**src/rtl/pcs_defs.svh**
```systemverilog
// Constants for the peer clock phase sync block.
// Assumes a 100 MHz clk and one sample tick per 1/64 power cycle.
`ifndef PCS_DEFS_SVH
`define PCS_DEFS_SVH

// Clock rate
`define PCS_CLK_MHZ 100
// Exchange broken longer than this forces a start-up set
`define PCS_BREAK_MS 66
`define PCS_BREAK_CYC (`PCS_BREAK_MS * `PCS_CLK_MHZ * 1000)
// Stamp format: 8-bit sample count, 64 counts per cycle
`define PCS_TS_W 8
`define PCS_TS_WRAP 256
`define PCS_TS_HALF_WRAP 128
// Half a cycle in half-counts (theta is kept doubled)
`define PCS_HALF_CYC_HC 64
// Half-count to angle shift: one count is pi/32, cycle is 2^16
`define PCS_HC_TO_ANG 9
// Working widths
`define PCS_DIFF_W 12
`define PCS_PH_W 24
`define PCS_ANG_W 16
// Gain fraction bits
`define PCS_GAIN_Q 16
// Repeat period and loop time constants, microseconds
`define PCS_T_REPEAT_US 16667
`define PCS_T_PHASE_US 500000
`define PCS_T_FREQ_US 100000
// Cycles per loop update on a 9600 baud channel
`define PCS_SLOW_DIV 3
// Arctangent iterations
`define PCS_CORDIC_N 14

`endif

```
**src/rtl/pcs_pkg.sv**
```systemverilog
// Types shared by the peer clock phase sync block.
// Used through pcs_pkg:: names only.
package pcs_pkg;
   typedef enum logic [0:0] {
      PCS_AT_IDLE,
      PCS_AT_RUN
   } pcs_at_st_t;
   typedef enum logic [0:0] {
      PCS_SRC_STAMP,
      PCS_SRC_CURRENT
   } pcs_src_t;
endpackage

```
**src/rtl/pcs_atan2.sv**
```systemverilog
// Iterative four-quadrant arctangent, angle with 2^16 per turn.
// Assumes start pulses only while idle; result held until next done.
`timescale 1ns/1ps
`default_nettype none
`include "pcs_defs.svh"
module pcs_atan2 #(
   parameter int IN_W = 24
) (
   // Clock and control
   input wire logic clk,
   input wire logic srst,
   input wire logic ce,
   // Vector in
   input wire logic start,
   input wire logic signed [IN_W-1:0] x_in,
   input wire logic signed [IN_W-1:0] y_in,
   // Angle out
   output logic done,
   output logic signed [`PCS_ANG_W-1:0] ang
);
   function automatic logic [`PCS_ANG_W-1:0] atan_step(input logic [3:0] i);
      unique case (i)
         4'h0: atan_step = 16'h2000;
         4'h1: atan_step = 16'h12E4;
         4'h2: atan_step = 16'h09FB;
         4'h3: atan_step = 16'h0511;
         4'h4: atan_step = 16'h028B;
         4'h5: atan_step = 16'h0146;
         4'h6: atan_step = 16'h00A3;
         4'h7: atan_step = 16'h0051;
         4'h8: atan_step = 16'h0029;
         4'h9: atan_step = 16'h0014;
         4'hA: atan_step = 16'h000A;
         4'hB: atan_step = 16'h0005;
         4'hC: atan_step = 16'h0003;
         default: atan_step = 16'h0001;
      endcase
   endfunction

   pcs_pkg::pcs_at_st_t st_ff;
   logic signed [IN_W+1:0] x_ff, y_ff;
   logic signed [`PCS_ANG_W-1:0] z_ff;
   logic [3:0] it_ff;
   // One micro-rotation toward the x axis
   wire neg_y = y_ff[IN_W+1];
   wire signed [IN_W+1:0] xs = x_ff >>> it_ff;
   wire signed [IN_W+1:0] ys = y_ff >>> it_ff;
   wire signed [`PCS_ANG_W-1:0] stp = `PCS_ANG_W'(atan_step(it_ff));
   wire last = (it_ff == 4'(`PCS_CORDIC_N - 1));
   // Left half plane is folded by a half turn first
   wire flip = x_in[IN_W-1];

   // Iteration state, frozen while ce is low
   always_ff @(posedge clk) begin
      if (srst) begin
         st_ff <= pcs_pkg::PCS_AT_IDLE;
         x_ff <= '0;
         y_ff <= '0;
         z_ff <= '0;
         it_ff <= 4'h0;
         done <= 1'b0;
         ang <= '0;
      end else if (ce) begin
         done <= 1'b0;
         unique case (st_ff)
            pcs_pkg::PCS_AT_IDLE: begin
               if (start) begin
                  x_ff <= flip ? -(IN_W+2)'(x_in) : (IN_W+2)'(x_in);
                  y_ff <= flip ? -(IN_W+2)'(y_in) : (IN_W+2)'(y_in);
                  z_ff <= flip ? 16'sh8000 : 16'sh0000;
                  it_ff <= 4'h0;
                  st_ff <= pcs_pkg::PCS_AT_RUN;
               end
            end
            pcs_pkg::PCS_AT_RUN: begin
               x_ff <= neg_y ? x_ff - ys : x_ff + ys;
               y_ff <= neg_y ? y_ff + xs : y_ff - xs;
               z_ff <= neg_y ? z_ff - stp : z_ff + stp;
               it_ff <= it_ff + 4'h1;
               if (last) begin
                  done <= 1'b1;
                  ang <= neg_y ? z_ff - stp : z_ff + stp;
                  st_ff <= pcs_pkg::PCS_AT_IDLE;
               end
            end
         endcase
      end
   end
endmodule
`default_nettype wire

```
**src/rtl/pcs_phase_sync.sv**
```systemverilog
// Phase detection and PI loop filter for the sample clock.
// Assumes a framer that marks first and complete stamp messages.
`timescale 1ns/1ps
`default_nettype none
`include "pcs_defs.svh"
module pcs_phase_sync #(
   parameter int PEERS = 3,
   parameter int MSGS_PER_CYCLE = 4,
   parameter int BREAK_CYC = `PCS_BREAK_CYC,
   parameter longint T_REPEAT_US = `PCS_T_REPEAT_US,
   parameter longint T_PHASE_US = `PCS_T_PHASE_US,
   parameter longint T_FREQ_US = `PCS_T_FREQ_US,
   parameter int PEER_W = (PEERS > 1) ? $clog2(PEERS) : 1
) (
   // Clock and control
   input wire logic clk,
   input wire logic srst,
   input wire logic ce,
   // Timing
   input wire logic sample_tick,
   input wire logic cycle_tick,
   input wire logic slow_link,
   input wire logic [2:0] n_terms,
   // Transmit side
   input wire logic tx_req,
   input wire logic [PEER_W-1:0] tx_peer,
   input wire logic [1:0] tx_slot,
   // Receive side
   input wire logic rx_first,
   input wire logic rx_done,
   input wire logic [PEER_W-1:0] rx_peer,
   input wire logic rx_startup,
   input wire logic [`PCS_TS_W-1:0] rx_t0,
   input wire logic [`PCS_TS_W-1:0] rx_t1,
   input wire logic [`PCS_TS_W-1:0] rx_t2,
   // Current and frequency measurements
   input wire logic cur_strobe,
   input wire logic cur_large,
   input wire logic signed [`PCS_PH_W-1:0] prod_re,
   input wire logic signed [`PCS_PH_W-1:0] prod_im,
   input wire logic freq_ok,
   input wire logic signed [`PCS_PH_W-1:0] freq_dev,
   // Outgoing stamps
   output logic tx_out_vld,
   output logic tx_startup,
   output logic [2:0] tx_mask,
   output logic [`PCS_TS_W-1:0] tx_st0,
   output logic [`PCS_TS_W-1:0] tx_st1,
   output logic [`PCS_TS_W-1:0] tx_st2,
   // Status
   output logic [`PCS_TS_W-1:0] stamp_cnt,
   output logic [`PCS_DIFF_W-1:0] round_trip,
   output logic src_current,
   // Loop filter
   output logic loop_upd,
   output logic signed [`PCS_PH_W-1:0] phase_in,
   output logic signed [31:0] clk_adj
);
   localparam int DW = `PCS_DIFF_W;
   localparam int PW = `PCS_PH_W;
   localparam int TW = `PCS_TS_W;
   localparam int BW = $clog2(BREAK_CYC + 1);
   localparam int AW = 48;
   // Gains in Q16 per second: Trep/Tph^2, 2/Tph, Trep/Tf
   localparam longint US = 1000000;
   localparam longint GQ = 1 << `PCS_GAIN_Q;
   localparam longint INTEG_L = T_REPEAT_US * US * GQ / (T_PHASE_US * T_PHASE_US);
   localparam longint PROP_L = 2 * US * GQ / T_PHASE_US;
   localparam longint FREQ_L = T_REPEAT_US * GQ / T_FREQ_US;
   localparam logic signed [31:0] INTEGRAL_GAIN = 32'(INTEG_L);
   localparam logic signed [31:0] PROPORTIONAL_GAIN = 32'(PROP_L);
   localparam logic signed [31:0] FREQUENCY_GAIN = 32'(FREQ_L);

   // Unsigned stamp widened to the signed difference width
   function automatic logic signed [DW-1:0] wid(input logic [TW-1:0] t);
      wid = DW'({1'b0, t});
   endfunction

   // Per-peer memories
   logic [TW-1:0] keep0_ff [PEERS];
   logic [TW-1:0] keep1_ff [PEERS];
   logic [TW-1:0] rxts_ff [PEERS];
   logic [TW-1:0] snap0_ff [PEERS];
   logic [TW-1:0] snap1_ff [PEERS];
   logic [TW-1:0] snap2_ff [PEERS];
   logic [PEERS-1:0] snap_su_ff;
   logic [BW-1:0] idle_ff [PEERS];
   logic [PEERS-1:0] live_ff;
   logic [PEERS-1:0] thv_ff;
   logic signed [DW-1:0] theta_ff [PEERS];
   // Shared state
   logic [TW-1:0] cnt_ff;
   logic [1:0] div_ff;
   logic signed [AW-1:0] acc_ff;
   logic signed [PW-1:0] cur_ph_ff;
   logic cur_ok_ff;

   // Sample counter, wraps naturally at 256
   always_ff @(posedge clk) begin
      if (srst)
         cnt_ff <= '0;
      else if (ce && sample_tick)
         cnt_ff <= cnt_ff + 8'h01;
   end
   assign stamp_cnt = cnt_ff;

   // Receive stamp: this cycle's count when first and done coincide
   wire [TW-1:0] ti = rx_first ? cnt_ff : rxts_ff[rx_peer];
   // Ping-pong arithmetic on the three carried stamps plus arrival
   wire signed [DW-1:0] dif_a = wid(rx_t1) - wid(rx_t0);
   wire signed [DW-1:0] dif_b = wid(ti) - wid(rx_t2);
   wire wrap_far = rx_t1 > rx_t2;
   wire wrap_loc = rx_t0 > ti;
   wire signed [DW-1:0] corr = (wrap_far ? -DW'(`PCS_TS_WRAP) : DW'(0))
      + (wrap_loc ? DW'(`PCS_TS_WRAP) : DW'(0));
   // Theta is kept doubled so 128 becomes 256 and no bit is lost
   wire signed [DW-1:0] rt_w = dif_a + dif_b + corr;
   wire signed [DW-1:0] th2_w = dif_a - dif_b + corr;
   wire full_rx = rx_done && !rx_startup;

   // Arrival stamp of each sequence's first message
   always_ff @(posedge clk) begin
      if (ce && rx_first)
         rxts_ff[rx_peer] <= cnt_ff;
   end

   // Stamps handed on to the next outgoing message
   always_ff @(posedge clk) begin
      if (ce && rx_done) begin
         keep0_ff[rx_peer] <= rx_t2;
         keep1_ff[rx_peer] <= ti;
      end
   end

   // Last round trip seen, for status only
   always_ff @(posedge clk) begin
      if (srst)
         round_trip <= '0;
      else if (ce && full_rx)
         round_trip <= rt_w;
   end

   // Per-peer liveness and offset; arrival beats timeout
   genvar gp;
   generate
      for (gp = 0; gp < PEERS; gp++) begin : g_peer
         wire hit = rx_done && (rx_peer == PEER_W'(gp));
         wire stale = (idle_ff[gp] >= BW'(BREAK_CYC));
         always_ff @(posedge clk) begin
            if (srst) begin
               idle_ff[gp] <= '0;
               live_ff[gp] <= 1'b0;
               thv_ff[gp] <= 1'b0;
               theta_ff[gp] <= '0;
            end else if (ce) begin
               if (hit)
                  idle_ff[gp] <= '0;
               else if (!stale)
                  idle_ff[gp] <= idle_ff[gp] + BW'(1);
               if (hit)
                  live_ff[gp] <= 1'b1;
               else if (stale)
                  live_ff[gp] <= 1'b0;
               if (hit && rx_startup)
                  thv_ff[gp] <= 1'b0;
               else if (hit)
                  thv_ff[gp] <= 1'b1;
               else if (stale)
                  thv_ff[gp] <= 1'b0;
               if (hit && !rx_startup)
                  theta_ff[gp] <= th2_w;
            end
         end
      end
   endgenerate

   // Transmit: slot 0 takes a fresh set, later slots reuse it
   wire tx_new = tx_req && (tx_slot == 2'd0);
   wire su_w = tx_new ? !live_ff[tx_peer] : snap_su_ff[tx_peer];
   wire [TW-1:0] s0_w = tx_new ? keep0_ff[tx_peer] : snap0_ff[tx_peer];
   wire [TW-1:0] s1_w = tx_new ? keep1_ff[tx_peer] : snap1_ff[tx_peer];
   wire [TW-1:0] s2_w = tx_new ? cnt_ff : snap2_ff[tx_peer];
   // One message per cycle carries all three; four spread over slots 0-2
   wire [2:0] slot_oh = (tx_slot == 2'd3) ? 3'b000 : 3'(3'b001 << tx_slot);
   wire [2:0] base_m = (MSGS_PER_CYCLE == 1) ? 3'b111 : slot_oh;
   wire [2:0] mask_w = su_w ? (base_m & 3'b100) : base_m;

   // Snapshot kept for the rest of the sequence
   always_ff @(posedge clk) begin
      if (ce && tx_new) begin
         snap0_ff[tx_peer] <= s0_w;
         snap1_ff[tx_peer] <= s1_w;
         snap2_ff[tx_peer] <= s2_w;
      end
   end

   // Start-up marks, set at reset so the first send is a start-up set
   always_ff @(posedge clk) begin
      if (srst)
         snap_su_ff <= '1;
      else if (ce && tx_new)
         snap_su_ff[tx_peer] <= su_w;
   end

   // Outgoing stamp registers
   always_ff @(posedge clk) begin
      if (srst) begin
         tx_out_vld <= 1'b0;
         tx_startup <= 1'b0;
         tx_mask <= 3'b000;
         tx_st0 <= '0;
         tx_st1 <= '0;
         tx_st2 <= '0;
      end else if (ce) begin
         tx_out_vld <= tx_req;
         if (tx_req) begin
            tx_startup <= su_w;
            tx_mask <= mask_w;
            tx_st0 <= su_w ? 8'h00 : s0_w;
            tx_st1 <= su_w ? 8'h00 : s1_w;
            tx_st2 <= s2_w;
         end
      end
   end

   // Net stamp deviation: sum over peers with a valid offset, divide by their count plus self
   logic signed [DW+2:0] th_sum;
   logic [3:0] n_part;
   always_comb begin
      th_sum = '0;
      n_part = 4'h1;
      for (int p = 0; p < PEERS; p++) begin
         if (thv_ff[p]) begin
            th_sum = th_sum + (DW+3)'(theta_ff[p]);
            n_part = n_part + 4'h1;
         end
      end
   end
   wire signed [DW+2:0] th_net = th_sum / $signed({1'b0, n_part});
   wire [DW+2:0] th_abs = th_net[DW+2] ? -th_net : th_net;
   wire stamp_in_range = th_abs < (DW+3)'(`PCS_HALF_CYC_HC);
   // Doubled counts times 2^9 is the angle at pi/32 per count
   wire signed [PW-1:0] stamp_ph = PW'(th_net) <<< `PCS_HC_TO_ANG;

   // Current based deviation, two terminals only
   wire two_term = (n_terms == 3'd2);
   wire at_done;
   wire signed [`PCS_ANG_W-1:0] at_ang;
   pcs_atan2 #(
      .IN_W(PW)
   ) u_atan (
      .clk(clk),
      .srst(srst),
      .ce(ce),
      .start(cur_strobe && two_term),
      .x_in(-prod_re),
      .y_in(-prod_im),
      .done(at_done),
      .ang(at_ang)
   );

   // Latest current phase and whether currents backed it
   always_ff @(posedge clk) begin
      if (srst) begin
         cur_ph_ff <= '0;
         cur_ok_ff <= 1'b0;
      end else if (ce) begin
         if (at_done) begin
            cur_ph_ff <= PW'(at_ang >>> 1);
            cur_ok_ff <= cur_large;
         end
         if (!two_term)
            cur_ok_ff <= 1'b0;
      end
   end

   // Source choice and frequency input
   wire cur_valid = cur_ok_ff && cur_large && two_term && stamp_in_range;
   wire signed [PW-1:0] ph_sel = cur_valid ? cur_ph_ff : stamp_ph;
   wire signed [PW-1:0] fr_sel = freq_ok ? freq_dev : PW'(0);

   // Update cadence: each cycle fast, every third cycle slow
   wire div_end = (div_ff == 2'(`PCS_SLOW_DIV - 1));
   wire upd = cycle_tick && (!slow_link || div_end);
   always_ff @(posedge clk) begin
      if (srst)
         div_ff <= 2'd0;
      else if (ce && cycle_tick)
         div_ff <= (div_end || !slow_link) ? 2'd0 : div_ff + 2'd1;
   end

   // PI with one accumulator; a second one could drift to saturation
   wire signed [AW-1:0] igain_t = AW'(ph_sel) * AW'(INTEGRAL_GAIN);
   wire signed [AW-1:0] fgain_t = AW'(fr_sel) * AW'(FREQUENCY_GAIN);
   wire signed [AW-1:0] pgain_t = AW'(ph_sel) * AW'(PROPORTIONAL_GAIN);
   wire signed [AW-1:0] acc_nxt = acc_ff + igain_t + fgain_t;
   wire signed [AW-1:0] out_w = (acc_nxt + pgain_t) >>> `PCS_GAIN_Q;

   // Filter state and outputs
   always_ff @(posedge clk) begin
      if (srst) begin
         acc_ff <= '0;
         loop_upd <= 1'b0;
         phase_in <= '0;
         clk_adj <= '0;
         src_current <= 1'b0;
      end else if (ce) begin
         loop_upd <= upd;
         if (upd) begin
            acc_ff <= acc_nxt;
            phase_in <= ph_sel;
            clk_adj <= 32'(out_w);
            src_current <= cur_valid;
         end
      end
   end
endmodule
`default_nettype wire

```
**config.mk**
```make
export PLATFORM = sky130hd
export DESIGN_NAME = pcs_phase_sync
export DESIGN_NICKNAME = d
export VERILOG_FILES = /design/src/rtl/pcs_pkg.sv /design/src/rtl/pcs_atan2.sv /design/src/rtl/pcs_phase_sync.sv
export VERILOG_INCLUDE_DIRS = /design/src /design/src/rtl
export SDC_FILE = /design/constraint.sdc
export NUM_CORES = 2
export LEC_CHECK = 0
export ABC_AREA = 1
export BUFFER_PORTS_ARGS = -buffer_cell sky130_fd_sc_hd__buf_2
export CAP_MARGIN = 10
export CORE_ASPECT_RATIO = 0.7
export CORE_MARGIN = 2
export CORE_UTILIZATION = 40
export DETAILED_ROUTE_END_ITERATION = 10
export GPL_TIMING_DRIVEN = 0
export PLACE_DENSITY_LB_ADDON = 0.05
export SYNTH_ARGS = -nofsm -noshare
export SYNTH_HDL_FRONTEND = slang
export SYNTH_SLANG_ARGS = --single-unit
```
**constraint.sdc**
```tcl
create_clock -name clk -period 33.5 [get_ports clk]
set_input_delay 3.35 -clock clk [delete_from_list [all_inputs] [get_ports clk]]
set_output_delay 3.35 -clock clk [all_outputs]
set_load 0.02 [all_outputs]
```
==> out/metrics.cfg <==
[run_status]
status = finished clean

[sta]
slew_headroom_pct = 17.5
drv_slew = 0
hold_viol = 0
fin_skew_ns = 0.0667
period_share_pct = 93.4
fin_crit_ns = 31.30
tightestPinTransition_ns = 1.24
hold_slack_ns = 0.467
fin_setup_tns_ns = 0
setup_viol = 0
fmax_mhz = 31.9

[global_routing]
grt_pass1_wl_mm = 265
overflow = 0
grt_pass1_vias = 44700
antenna_found_initial = 3
grt_max_degree = 36
grtUsageTotal_pct = 24.4

[cts]
cts_tree = yes
clk_path_buf_depth = 3
clk_pin_slew_ns = 0.06
hold_buffers = 0
cts_buffers = 59
cts_root_buf = clkbuf_16
clkLatencyLatePin_ns = 0.70
h-tree-depth = 2
cts.sinks = 532

[floorplan]
die_area_um2 = 138000
coreArea_um2 = 134000
ioPinCount = 225
row_count = 112
initial_core_util_pct = 40.4
die_w_um = 443
die_y_um = 311

[critical_path]
worstPathBufferInverterCount = 50
arrival_ns = 31.87
path_common_cell = nand2_1
path_class = reg -> reg
worstPathRequired_ns = 34.07
path_max_fanout = 10
r2r_slack_ns = 2.20
r2r_cells = 246
cpPeakStageDelay_ns = 0.53
slowest_stage = fa_1
end_kind = register
r2r_start = thv_ff[0]
critPathLaunch = thv_ff[0]
critPathLaunchType = register
reg2reg_to = clk_adj[30]
cpLargestDelayFamily = simple AND/OR/NAND/NOR gates

[synthesis]
yosys_warnings = 0
async_reset_ff_share_pct = 0
syn-num-nets = 8104
synth_cells = 7054
ys_types = 76
seq_area_frac_synth_pct = 24.3
syn_area_um2 = 54000
ys_ff_latch = 532
syn_avg_cell_area_um2 = 7.66
synth-main-ff-cell = dfxtp_1
synth_edf_count = 249

[layout]
n_fill_cell = 13600
multi_input_area_um2 = 36100
area_delta_synth_final_pct = 14.5
fin_cells = 9299
regArea_um2 = 13100
layout-drive-gt1-share_pct = 11.8
fin_nets = 8530

[placed_design]
dp_cells = 9056
place.gp.congestion = 0.966
io_buffers = 220
dp_hpwl_mm = 139

[detailed_routing]
drtIter0Drc = 3378
drtAntennaViolNets = 0
viasPerCell = 5.08
remaining_drc_errors = 0
totalWireLength_mm = 172
routedWlPerCell_um = 18.4
firstDrtPassIters = 6
num_vias = 47300

[worst_hold_path]
min_path_type = reg -> reg
holdPathEnd = u_atan.z_ff[0]
hold_start = u_atan.z_ff[0]
holdPathStages = 2

[run]
cap_violations = 0

cell usage after synthesis (all sizes together) (60+ instances only):
| master | number | area [um^2] |
|---|---|---|
| inv | 1294 | 4860 |
| nand2 | 1153 | 4560 |
| nor2 | 652 | 2610 |
| ha | 650 | 8130 |
| o21ai | 561 | 2850 |
| a21oi | 445 | 2230 |
| nand3 | 390 | 2250 |
| dfxtp | 283 | 5670 |
| fa | 282 | 5650 |
| edfxtp | 249 | 7480 |
| xor2 | 231 | 2020 |
| clkbuf | 166 | 647 |
| xnor2 | 116 | 1020 |
| nor3 | 78 | 390 |
| nand4 | 60 | 409 |
logic make-up (layout without fill, tap and decap cells):
logic type / Yosys count / in the layout / synth area share, %
other cells: 0 / 2 / 0
compound gates: 1300 / 1300 / 13.5
xor+xnor: 347 / 347 / 5.63
fa+ha+maj: 932 / 932 / 25.5
buf+inv: 1508 / 1984 / 10.7
flops: 532 / 532 / 24.3
simple gates: 2421 / 2421 / 20.1
mux: 14 / 14 / 0.259
how the worst max path moves through the flow:
| stage | cells after the start | to |
|---|---|---|
| floorplan | 242 | clk_adj[30] |
| global placement | 236 | clk_adj[30] |
| detailed placement | 239 | clk_adj[30] |
| CTS | 247 | clk_adj[30] |
| global route | 244 | clk_adj[30] |
| finish | 246 | clk_adj[30] |
cell type report:
class | instances | share of cell area, %
multi-input cells | 5014 | 58.4
clock buffers | 78 | 2.69
clock inverters | 33 | 0.828
well taps | 1767 | 3.58
repair buffers | 365 | 3.76
plain buffers | 203 | 1.51
flip-flops and latches | 532 | 21.3
diodes | 2 | 0.00809
inverters | 1305 | 8.02
cells in the final DEF (no fill, tap or decap), types with 57 or more instances in the layout:
cell type,count
clkbuf_16,62
edfxtp_1,249
nand3_1,343
dfxtp_1,282
xnor2_1,114
ha_1,626
clkbuf_1,172
o21ai_0,496
nor3_1,78
fa_1,282
inv_1,1252
xor2_1,221
nand2_1,1052
buf_4,137
a21oi_1,408
o211ai_1,57
nand2_2,95
nor2_1,601
buf_2,222
per-layer routing:
metal | part of all wire, % | GRT usage [%] | wire (um)
met2 | 41 | 36.4 | 71000
met4 | 1.8 | 4.37 | 3160
met3 | 5.1 | 2.34 | 8780
met5 | 0 | 0 | 0
met1 | 52 | 38.0 | 88600
worst min-delay path: cells and delay by family, from the launching register on:
kind | cells | cell delay, ns
AO/OA/AOI/OAI | 1 | 0.05
flip-flops | 1 | 0.30
AND/OR/NAND/NOR | 1 | 0.06
sequential cells by signal, indices dropped and copies added, names as in the netlist, 12 cells and up:
register / count
acc_ff: 46
clk_adj: 32
cur_ph_ff: 15
idle_ff: 69
keep0_ff: 24
keep1_ff: 24
phase_in: 24
round_trip: 12
rxts_ff: 24
snap0_ff: 24
snap1_ff: 24
snap2_ff: 24
theta_ff: 36
u_atan.ang: 15
u_atan.stp: 14
u_atan.x_ff: 26
u_atan.y_ff: 26
u_atan.z_ff: 16
what timing repair did:
action                     CTS  global route
buffers inserted            56            73
gates resized for setup    109           170
setup endpoints to repair   71            50
pin swaps                   40            85
stage by stage:
stage | instance area, um^2 | utilization [%] | worst slack, ns
after global placement | 57300 | 42.9 | -6.40
after detailed placement | 57600 | 43.1 | -5.97
after floorplan | 54000 | - | 1.23
after CTS | 60600 | 45.3 | 0.00813
after global routing | 61800 | 46.3 | -0.253
final | 61800 | 46.3 | 2.20
Power is left out: the tool's default activity adds up to more than one toggle a clock period on the data nets, which glitch-free logic cannot reach.
